--- config.mk ---
export PLATFORM = sky130hd
export DESIGN_NAME = analog_blocks
export DESIGN_NICKNAME = d
export VERILOG_FILES = /design/src/rtl/analog_blocks_pkg.sv /design/src/rtl/scale_if.sv /design/src/rtl/analog_scaler.sv /design/src/rtl/analog_blocks.sv
export VERILOG_INCLUDE_DIRS = /design/src /design/src/rtl
export SDC_FILE = /design/constraint.sdc
export NUM_CORES = 2
export LEC_CHECK = 0
export BUFFER_PORTS_ARGS = -buffer_cell sky130_fd_sc_hd__buf_4
export CAP_MARGIN = 10
export CORE_ASPECT_RATIO = 0.8
export CORE_MARGIN = 1.5
export CORE_UTILIZATION = 61
export CTS_CLUSTER_SIZE = 24
export DETAILED_ROUTE_END_ITERATION = 16
export MAX_ROUTING_LAYER = met4
export PLACE_DENSITY = 0.84
export SETUP_SLACK_MARGIN = 0.15
export SLEW_MARGIN = 5
export SYNTH_ARGS = -nofsm -noshare
export SYNTH_HDL_FRONTEND = slang
export SYNTH_SLANG_ARGS = --single-unit
--- constraint.sdc ---
create_clock -name CLK_I -period 33.7 [get_ports CLK_I]
set_input_delay 6.74 -clock CLK_I [delete_from_list [all_inputs] [get_ports CLK_I]]
set_output_delay 6.74 -clock CLK_I [all_outputs]
set_load 0.02 [all_outputs]
--- src/rtl/analog_blocks_regs.svh ---
/*
  Constants for the analog compare and scale blocks.
  Assumes inclusion by bare name from rtl files.
*/
`ifndef ANALOG_BLOCKS_REGS_SVH
`define ANALOG_BLOCKS_REGS_SVH
`define RAW_MAX 16'sh03E8
`define GAIN_MAX 16'sh03E8
`define OFFSET_MAX 16'sh2710
`define THRESH_MAX 16'sh4E20
`define OUT_MAX 32'sh00007FFF
`define OUT_MIN 32'shFFFF8000
`define DEC_MAX 2'h3
`define NUM_AIN 8
`define CHAN_SEL_W 4
`endif

--- src/rtl/analog_blocks_pkg.sv ---
/*
  Types for the analog compare and scale blocks.
  Assumes the constants header is compiled alongside.
*/
package analog_blocks_pkg;
  typedef logic signed [15:0] word_t;
  typedef logic signed [31:0] wide_t;
  typedef logic [3:0] chan_sel_t;
endpackage

--- src/rtl/scale_if.sv ---
/*
  Interface carrying one scaling request and its result.
  Assumes a combinational scaler on the far side.
*/
`timescale 1ns/100ps
interface scale_if;
  analog_blocks_pkg::word_t raw;
  analog_blocks_pkg::word_t gain;
  analog_blocks_pkg::word_t offset;
  analog_blocks_pkg::wide_t value;
  modport user (output raw, output gain, output offset, input value);
  modport calc (input raw, input gain, input offset, output value);
endinterface

--- src/rtl/analog_scaler.sv ---
/*
  Scaler: raw times gain (hundredths) plus offset.
  Assumes inputs already limited to their legal ranges.
*/
`timescale 1ns/100ps
module analog_scaler (
  scale_if.calc s
);
  analog_blocks_pkg::wide_t prod;
  always_comb begin
    prod = 32'(s.raw) * 32'(s.gain);
    // Gain carries two fractional digits
    s.value = prod / 32'sd100 + 32'(s.offset);
  end
endmodule

--- src/rtl/analog_blocks.sv ---
/*
  Comparator, threshold trigger, amplifier and value monitor, evaluated
  once per program cycle strobe. Assumes synchronous inputs on CLK_I.
*/
// Notes on behaviour
// - Actual value is raw times gain plus offset
// - Comparator uses scaled first minus scaled second
// - On>=Off: set above On, clear at/below Off
// - On<Off: comparator high when On<=diff<Off
// - Trigger hysteresis when On>=Off
// - Trigger window On<=value<Off when On<Off
// - Raw channel values are 0 to 1000
// - Gain within 10.00, offset within 10000
// - Thresholds and band within 20000
// - Decimals only for display, not compares
// - Thresholds fixed or from another block
// - Amplifier outputs scaled value, 16-bit signed
// - Arm rising edge captures reference value
// - Monitor flags value outside reference band
// - Comparator inputs from eight inputs or outputs
// - Monitor sets only while armed, outside band
// - Monitor clears inside band or when disarmed
`timescale 1ns/100ps
`include "analog_blocks_regs.svh"
module analog_blocks (
  input wire logic CLK_I,
  input wire logic RST_I,
  input wire logic CYCLE_I,
  input wire logic [127:0] AIN_I,
  input wire logic [3:0] SEL_X_I,
  input wire logic [3:0] SEL_Y_I,
  input wire logic [15:0] GAIN_I,
  input wire logic [15:0] OFFSET_I,
  input wire logic [15:0] ON_PARAM_I,
  input wire logic [15:0] OFF_PARAM_I,
  input wire logic [15:0] ON_EXT_I,
  input wire logic [15:0] OFF_EXT_I,
  input wire logic ON_USE_EXT_I,
  input wire logic OFF_USE_EXT_I,
  input wire logic [15:0] DELTA_I,
  input wire logic [1:0] DECIMALS_I,
  input wire logic ARM_I,
  output logic CMP_O,
  output logic TRIG_O,
  output logic MON_O,
  output logic [15:0] SCALED_OUT_O,
  output logic [15:0] SCALED_OUT2_O,
  output logic [1:0] DECIMALS_O
);

  ////////////////////////////////////////////////////////////////////////////
  // Helpers
  function automatic analog_blocks_pkg::word_t lim(input logic [15:0] v,
                                                   input logic signed [15:0] m);
    analog_blocks_pkg::word_t x;
    x = $signed(v);
    if (x > m) begin
      lim = m;
    end else if (x < -m) begin
      lim = -m;
    end else begin
      lim = x;
    end
  endfunction

  function automatic analog_blocks_pkg::word_t sat(input analog_blocks_pkg::wide_t v);
    if (v > `OUT_MAX) begin
      sat = 16'sh7FFF;
    end else if (v < `OUT_MIN) begin
      sat = -16'sh8000;
    end else begin
      sat = v[15:0];
    end
  endfunction

  // Hysteresis or window decision shared by comparator and trigger
  function automatic logic decide(input analog_blocks_pkg::wide_t v,
                                  input analog_blocks_pkg::wide_t on_t,
                                  input analog_blocks_pkg::wide_t off_t,
                                  input logic prev);
    if (on_t >= off_t) begin
      decide = (v > on_t) ? 1'b1 : ((v <= off_t) ? 1'b0 : prev);
    end else begin
      decide = (on_t <= v) && (v < off_t);
    end
  endfunction

  ////////////////////////////////////////////////////////////////////////////
  // Parameter limiting and selection
  analog_blocks_pkg::word_t gain, offset, on_t, off_t, delta;
  analog_blocks_pkg::word_t scaled_out_r, scaled_out2_r;
  analog_blocks_pkg::word_t raw_x, raw_y;
  logic [1:0] dec_r;

  always_comb begin
    gain = lim(GAIN_I, `GAIN_MAX);
    offset = lim(OFFSET_I, `OFFSET_MAX);
    on_t = lim(ON_USE_EXT_I ? ON_EXT_I : ON_PARAM_I, `THRESH_MAX);
    off_t = lim(OFF_USE_EXT_I ? OFF_EXT_I : OFF_PARAM_I, `THRESH_MAX);
    delta = lim(DELTA_I, `THRESH_MAX);
  end

  function automatic analog_blocks_pkg::word_t pick(input logic [3:0] sel,
                                                    input logic [127:0] ain,
                                                    input analog_blocks_pkg::word_t q1,
                                                    input analog_blocks_pkg::word_t q2);
    analog_blocks_pkg::word_t r;
    r = 16'sh0000;
    if (sel < 4'h8) begin
      r = $signed(ain[sel*16 +: 16]);
      if (r > `RAW_MAX) begin
        r = `RAW_MAX;
      end else if (r < 16'sh0000) begin
        r = 16'sh0000;
      end
    end else if (sel == 4'h8) begin
      r = q1;
    end else if (sel == 4'h9) begin
      r = q2;
    end
    pick = r;
  endfunction

  always_comb begin
    raw_x = pick(SEL_X_I, AIN_I, scaled_out_r, scaled_out2_r);
    raw_y = pick(SEL_Y_I, AIN_I, scaled_out_r, scaled_out2_r);
  end

  ////////////////////////////////////////////////////////////////////////////
  // Scaling
  scale_if sx ();
  scale_if sy ();
  assign sx.raw = raw_x;
  assign sx.gain = gain;
  assign sx.offset = offset;
  assign sy.raw = raw_y;
  assign sy.gain = gain;
  assign sy.offset = offset;
  analog_scaler u_sx (.s(sx));
  analog_scaler u_sy (.s(sy));

  analog_blocks_pkg::wide_t diff;
  assign diff = sx.value - sy.value;

  // Window membership of the difference, sampled by the checks
  logic in_win;
  assign in_win = (diff >= 32'(on_t)) && (diff < 32'(off_t));

  ////////////////////////////////////////////////////////////////////////////
  // Comparator and trigger
  logic cmp_r, trig_r;
  always_ff @(posedge CLK_I or posedge RST_I) begin
    if (RST_I) begin
      cmp_r <= 1'b0;
    end else if (CYCLE_I) begin
      cmp_r <= decide(diff, 32'(on_t), 32'(off_t), cmp_r);
    end
  end

  always_ff @(posedge CLK_I or posedge RST_I) begin
    if (RST_I) begin
      trig_r <= 1'b0;
    end else if (CYCLE_I) begin
      trig_r <= decide(sx.value, 32'(on_t), 32'(off_t), trig_r);
    end
  end

  ////////////////////////////////////////////////////////////////////////////
  // Amplifier outputs
  always_ff @(posedge CLK_I or posedge RST_I) begin
    if (RST_I) begin
      scaled_out_r <= 16'sh0000;
      scaled_out2_r <= 16'sh0000;
      dec_r <= 2'h0;
    end else if (CYCLE_I) begin
      scaled_out_r <= sat(sx.value);
      scaled_out2_r <= sat(sy.value);
      dec_r <= DECIMALS_I;
    end
  end

  ////////////////////////////////////////////////////////////////////////////
  // Value monitor
  logic arm_prev_r, mon_r;
  analog_blocks_pkg::wide_t ref_r;
  logic outside;
  always_comb begin
    outside = (sx.value > ref_r + 32'(delta)) || (sx.value < ref_r - 32'(delta));
  end

  always_ff @(posedge CLK_I or posedge RST_I) begin
    if (RST_I) begin
      arm_prev_r <= 1'b0;
      ref_r <= 32'sh00000000;
    end else if (CYCLE_I) begin
      arm_prev_r <= ARM_I;
      if (ARM_I && !arm_prev_r) begin
        ref_r <= sx.value;
      end
    end
  end

  always_ff @(posedge CLK_I or posedge RST_I) begin
    if (RST_I) begin
      mon_r <= 1'b0;
    end else if (CYCLE_I) begin
      if (!ARM_I || (ARM_I && !arm_prev_r)) begin
        mon_r <= 1'b0;
      end else begin
        mon_r <= outside;
      end
    end
  end

  assign CMP_O = cmp_r;
  assign TRIG_O = trig_r;
  assign MON_O = mon_r;
  assign SCALED_OUT_O = scaled_out_r;
  assign SCALED_OUT2_O = scaled_out2_r;
  assign DECIMALS_O = dec_r;

  ////////////////////////////////////////////////////////////////////////////
  // Checks
  property p_hold;
    @(posedge CLK_I) disable iff (RST_I)
      !CYCLE_I |=> $stable(CMP_O) && $stable(TRIG_O) && $stable(MON_O);
  endproperty
  a_hold: assert property (p_hold) else $error("outputs moved off cycle");
  property p_cmp_set;
    @(posedge CLK_I) disable iff (RST_I)
      CYCLE_I && on_t >= off_t && diff > 32'(on_t) |=> CMP_O;
  endproperty
  a_cmp_set: assert property (p_cmp_set) else $error("comparator not set");
  property p_cmp_clr;
    @(posedge CLK_I) disable iff (RST_I)
      CYCLE_I && on_t >= off_t && diff <= 32'(off_t) |=> !CMP_O;
  endproperty
  a_cmp_clr: assert property (p_cmp_clr) else $error("comparator not cleared");
  property p_cmp_win;
    @(posedge CLK_I) disable iff (RST_I)
      CYCLE_I && on_t < off_t |=> CMP_O == $past(in_win);
  endproperty
  a_cmp_win: assert property (p_cmp_win) else $error("comparator window");
  property p_trig_clr;
    @(posedge CLK_I) disable iff (RST_I)
      CYCLE_I && on_t >= off_t && sx.value <= 32'(off_t) |=> !TRIG_O;
  endproperty
  a_trig_clr: assert property (p_trig_clr) else $error("trigger not cleared");
  property p_trig_win;
    @(posedge CLK_I) disable iff (RST_I)
      CYCLE_I && on_t < off_t && sx.value < 32'(on_t) |=> !TRIG_O;
  endproperty
  a_trig_win: assert property (p_trig_win) else $error("trigger window");
  property p_sat;
    @(posedge CLK_I) disable iff (RST_I)
      CYCLE_I && sx.value > `OUT_MAX |=> SCALED_OUT_O == 16'h7FFF;
  endproperty
  a_sat: assert property (p_sat) else $error("no saturation");
  property p_mon_arm;
    @(posedge CLK_I) disable iff (RST_I)
      CYCLE_I && !ARM_I |=> !MON_O;
  endproperty
  a_mon_arm: assert property (p_mon_arm) else $error("monitor set while disarmed");
  property p_mon_in;
    @(posedge CLK_I) disable iff (RST_I)
      CYCLE_I && !outside |=> !MON_O;
  endproperty
  a_mon_in: assert property (p_mon_in) else $error("monitor set inside band");
  property p_mon_set;
    @(posedge CLK_I) disable iff (RST_I)
      CYCLE_I && ARM_I && arm_prev_r && outside |=> MON_O;
  endproperty
  a_mon_set: assert property (p_mon_set) else $error("monitor not set outside band");
  property p_ref;
    @(posedge CLK_I) disable iff (RST_I)
      CYCLE_I && ARM_I && !arm_prev_r |=> ref_r == $past(sx.value);
  endproperty
  a_ref: assert property (p_ref) else $error("reference not captured");
  c_cmp: cover property (@(posedge CLK_I) $rose(CMP_O));
  c_trig: cover property (@(posedge CLK_I) $rose(TRIG_O));
  c_mon: cover property (@(posedge CLK_I) $rose(MON_O));
endmodule

==> reports/summary.txt, run 1 <==
GPL Wtd Cong -> 1.087
placed inst area -> 0.07191 mm²
Hold Buf Count CTS -> 0
Synth Area in XOR/XNOR -> 7.552%
Simple-Gate Fraction of Synth Area -> 19.76%
Synthesis Warnings -> 0
unique cell type count in the Yosys netlist -> 170
Yosys reg bits -> 70
Die H -> 268.1 µm
Worst End Pin Type -> sequential cell input
first error -> [ERROR GRT-0183] Net _05985_: the 3D maze router ran out of legal paths (heap underflow) - the net is boxed in by local congestion or blockages.
Synth Cell Area -> 0.05358 mm²
post-detail-place hpwl -> 180100 µm
synthesized-area fraction occupied by adder cells -> 32.20%
Num Clock Sinks -> 70
Mapped Cells -> 6842
H-tree Lvls -> 3
mux cell area share after synthesis -> 4.885%
Syn Nets -> 8121
sequential share of the synthesized area -> 3.269%
Starting Density -> 61.40%
GRT worst endpoint -> CMP_O$_DFFE_PP0P_/D
number of synthesized flops with an enable pin -> 0
CTS Buffer Depth -> 2
IO Port Bufs -> 292
status -> aborted with a tool error
Top FF cell, synth -> dfrtp_1
Avg Cell Area, Syn -> 7.831 µm²
largest family of logic cells by synthesized area -> adder cells
Root Buffer Master -> clkbuf_16
Failed at -> 5_1_grt
Die W -> 334.4 µm
Synth async-reset ratio -> 100.0%
Site Rows -> 97
Boundary Pins -> 293
largest net degree at the start of global routing -> 71
compound-cell area share of the yosys netlist -> 24.43%
Num CTS Buffers -> 9
initial antenna violation count -> 26
==> cells by family after synthesis <==
family / count (synthesis)
buffers and inverters: 1057
adders and majority gates: 1071
AOI/OAI and AO/OA: 1835
xor gates and xnor gates: 444
and+or+nand+nor: 2170
muxes: 195
DFF: 70
==> Yosys cell counts (all sizes together) (25+ instances only) <==
library cell  count  area [µm²]
a2111oi          29       359.1
a211o            25       219.0
a211oi           72       623.1
a21o             89       668.1
a21oi           453        2335
a221oi           27       314.1
a22o             29       254.0
a31o             28       245.2
a31oi            68       483.0
and2             64       405.4
and3             59       376.6
buf              91       583.1
clkbuf          151       578.1
dfrtp            70        1752
fa              529       10590
ha              494        6181
inv             806        3025
maj3             48       480.5
mux2             55       630.6
mux2i            95       973.4
mux4             45        1013
nand2           543        2046
nand2b           97       606.8
nand3           126       658.1
nand4            99       631.9
nor2            717        2730
nor2b            64       400.4
nor3            145       800.8
nor4             44       330.3
o211ai           71       581.8
o21a             54       415.4
o21ai           373        1934
o21bai          115       867.1
o22ai            38       256.5
o31ai            37       302.8
or2              63       396.6
or3              50       334.1
xnor2           338        3054
xor2            103       924.6
==> metrics by stage <==
| stage | TNS [ns] | std cells | setup slack (ns) |
|---|---|---|---|
| global placement | -106.91 | 9860 | -5.206 |
| floorplan | -23.17 | 6842 | -3.596 |
| CTS | -95.59 | 9946 | -4.526 |
| detailed placement | -145.24 | 9860 | -6.023 |
==> timing repair <==
| item | in CTS |
|---|---|
| setup endpoints to repair | 50 |
| buffers inserted | 68 |
| cloned | 2 |
| resized for setup | 219 |
| pin swaps | 104 |
==> run 2, diff against run 1 <==
Settings changed: CORE_ASPECT_RATIO 0.8 to not set, CORE_UTILIZATION 61 to 40, CTS_CLUSTER_SIZE 24 to not set, MAX_ROUTING_LAYER met4 to not set, PLACE_DENSITY 0.84 to not set, PLACE_DENSITY_LB_ADDON set to 0.15, SETUP_SLACK_MARGIN 0.15 to not set.
==> reports/summary.txt, run 2 <==
Yosys reg bits -> 70 (unchanged)
share of cells above drive strength 1 -> 38.52%
die area -> 0.1362 mm²
Synthesis Warnings -> 0 (unchanged)
Mapped Cells -> 6842 (unchanged)
Site Rows -> 134 (was 97)
post-DR wirelength/cell -> 19.85 µm
CTS tree -> built
Final Instance Area -> 0.07885 mm²
critical-path maximum fanout -> 7
most frequent cells after synthesis -> 802 x inv_1, 709 x nor2_1, 540 x nand2_1 (unchanged)
Post-Layout Cell Count -> 10880
commonest non-fill, non-tap cells in the layout -> 2413 x buf_4, 785 x inv_1, 675 x nor2_1, 524 x nand2_1, 502 x fa_1
1st-iter DRT viols -> 3601
Synth async-reset ratio -> 100.0% (unchanged)
Die H -> 369 µm (was 268.1 µm)
Starting Density -> 40.25% (was 61.40%)
final hold vios -> 0
placed inst area -> 0.07411 mm² (was 0.07191 mm²)
Worst-Margin Slew -> 1.165 ns
unique cell type count in the Yosys netlist -> 170 (unchanged)
first-pass GRT wire length -> 341100 µm
Nets -> 10390
setup ws final -> -4.949 ns
DP Worst Slack -> -6.251 ns (was -6.023 ns)
failing checks -> setup timing
Top FF cell, synth -> dfrtp_1 (unchanged)
H-tree Lvls -> 3 (unchanged)
Worst-path clk slew -> 0.07 ns
number of synthesized flops with an enable pin -> 0 (unchanged)
vias in the first global route -> 61620
crit path capture type -> flop
Worst Hold Class -> flop to flop
Die W -> 369 µm (was 334.4 µm)
Syn Nets -> 8121 (unchanged)
min Tclk post-route -> 38.65 ns
Top reg by flops -> ref_r
period utilization -> 114.7%
dominant cells by area after synthesis -> fa_1 20%, ha_1 12%, inv_1 5.6% (unchanged)
Layout fillers -> 12280
largest net degree at the start of global routing -> 71
Max Slew Vio Count -> 0
DR vias/cell -> 5.526
CP max stage delay -> 0.54 ns
initial antenna violation count -> 5
startpoint type of the worst setup path -> primary input
area growth from synthesis to layout -> 47.16%
status -> finished with violations (was aborted with a tool error)
sequential share of the synthesized area -> 3.269% (unchanged)
CORE AREA -> 0.1331 mm²
post-detail-place hpwl -> 186200 µm (was 180100 µm)
most frequent cell on the critical path -> buf_4
Avg Cell Area, Syn -> 7.831 µm² (unchanged)
Post-route DRC -> 0
cell taking the most area after synthesis -> fa_1 (unchanged)
CP Data Required Time -> 33.95 ns
top-count cell post-synth -> inv_1 (unchanged)
Placed Cells -> 10670 (was 9860)
max reg flops -> 32
drt first pass iters -> 6
r2r setup slk -> 2.09 ns
Num Clock Sinks -> 70 (unchanged)
Final Setup Violations -> 44
Clk Latency, worst-skew pair -> 0.37 ns
max_slew headroom -> 21.78%
CP Class -> primary input to flop
Critical Path AT -> 38.90 ns
Num CTS Buffers -> 9 (unchanged)
f_max -> 25.87 MHz
vias -> 60150
post-detailed-route count of antenna-violating nets -> 0
GPL Wtd Cong -> 1.014 (was 1.087)
top cell type's share of synthesized area -> 19.76% (unchanged)
Setup Skew -> 0.01561 ns
Hold Slack -> 0.5072 ns
Synth Cell Area -> 0.05358 mm² (unchanged)
global route overflow -> 0
GRT Overall Usage -> 31.26%
commonest non-fill, non-tap cell in the layout -> buf_4
RSZ-0062 raised after global routing -> true
Root Buffer Master -> clkbuf_16 (unchanged)
IO Port Bufs -> 292 (unchanged)
Boundary Pins -> 293 (unchanged)
final WL -> 216000 µm
slowest CP cell -> fa_2
CTS Buffer Depth -> 2 (unchanged)
MaxCap Viol Count -> 0
## run 2: cell counts after synthesis
No cell type changed its count.
## run 2: final cells by class
| cell class | count | area (µm²) | share of cell area [%] |
|---|---|---|---|
| Inverter | 812 | 3054 | 3.873 |
| Antenna cell | 1 | 2.502 | 0.003174 |
| Sequential cell | 70 | 1752 | 2.221 |
| Timing Repair Buffer | 2499 | 19490 | 24.72 |
| Clock buffer | 9 | 225.2 | 0.2856 |
| Tap cell | 1768 | 2212 | 2.805 |
| Clock inverter | 7 | 68.82 | 0.08727 |
| Multi-Input combinational cell | 5718 | 52050 | 66.01 |
## run 2: path summary, 6_finish.rpt
| check | endpoint | cells after the start | from |
|---|---|---|---|
| max | CMP_O$_DFFE_PP0P_ | 151 | AIN_I[65] |
| min | MON_O$_DFFE_PP0P_ | 1 | MON_O$_DFFE_PP0P_ |
| max reg2reg | CMP_O$_DFFE_PP0P_ | 142 | SCALED_OUT2_O[9]$_DFFE_PP0P_ |
| min reg2reg | MON_O$_DFFE_PP0P_ | 1 | MON_O$_DFFE_PP0P_ |
| max in group asynchronous | SCALED_OUT2_O[8]$_DFFE_PP0P_ | 3 | RST_I |
| min in group asynchronous | DECIMALS_O[1]$_DFFE_PP0P_ | 3 | RST_I |
## run 2: cell families (layout without fill, tap and decap cells)
family,Yosys count,after routing,synth area share [%]
simple gates,2170,2171,19.76
compound gates,1835,1837,24.43
fa+ha+maj,1071,1071,32.20
buf+inv,1057,3327,7.904
xor+xnor,444,444,7.552
mux,195,195,4.885
flops,70,70,3.269
other cells,0,1,0
## run 2: metal layers
| metal | routed length (µm) | global-route usage (%) | vias up | part of all wire (%) |
|---|---|---|---|---|
| li1 | - | - | 28740 | - |
| met1 | 92530 | 40.52 | 29410 | 43 |
| met2 | 104400 | 54.30 | 1649 | 48 |
| met3 | 11880 | 3.456 | 345 | 5.5 |
| met4 | 7214 | 9.267 | 2 | 3.3 |
| met5 | 13 | 0 | - | 0.0060 |
## run 2: repair_timing
action                                  4_1_cts  5_1_grt
hold buffers                                  0        0
endpoints found under the setup margin       47       53
pin swaps                                   197      137
resized for setup                           317      259
buffers inserted                            116       76
gates cloned                                  4        1
## run 2: stage by stage
step                      TNS [ns]  utilization, %
after floorplan             -23.17               -
after global placement     -117.95           55.67
after detailed placement   -128.93           55.67
after CTS                   -74.61           57.84
after global routing       -159.70           59.23
final                       -92.92           59.23
## run 2: worst max-delay path, delay by kind of cell
kind                     cells  cell delay (ns)
AND/OR/NAND/NOR             25             4.36
multiplexers                 5             1.39
adder cells (fa/ha/maj)     24             8.38
buffers and inverters       30             4.02
AO/OA/AOI/OAI               63            13.10
XOR/XNOR                     4             0.84
Power of run 2 is left out: the tool's default activity adds up to more than one toggle a clock period on the data nets, which glitch-free logic cannot reach.
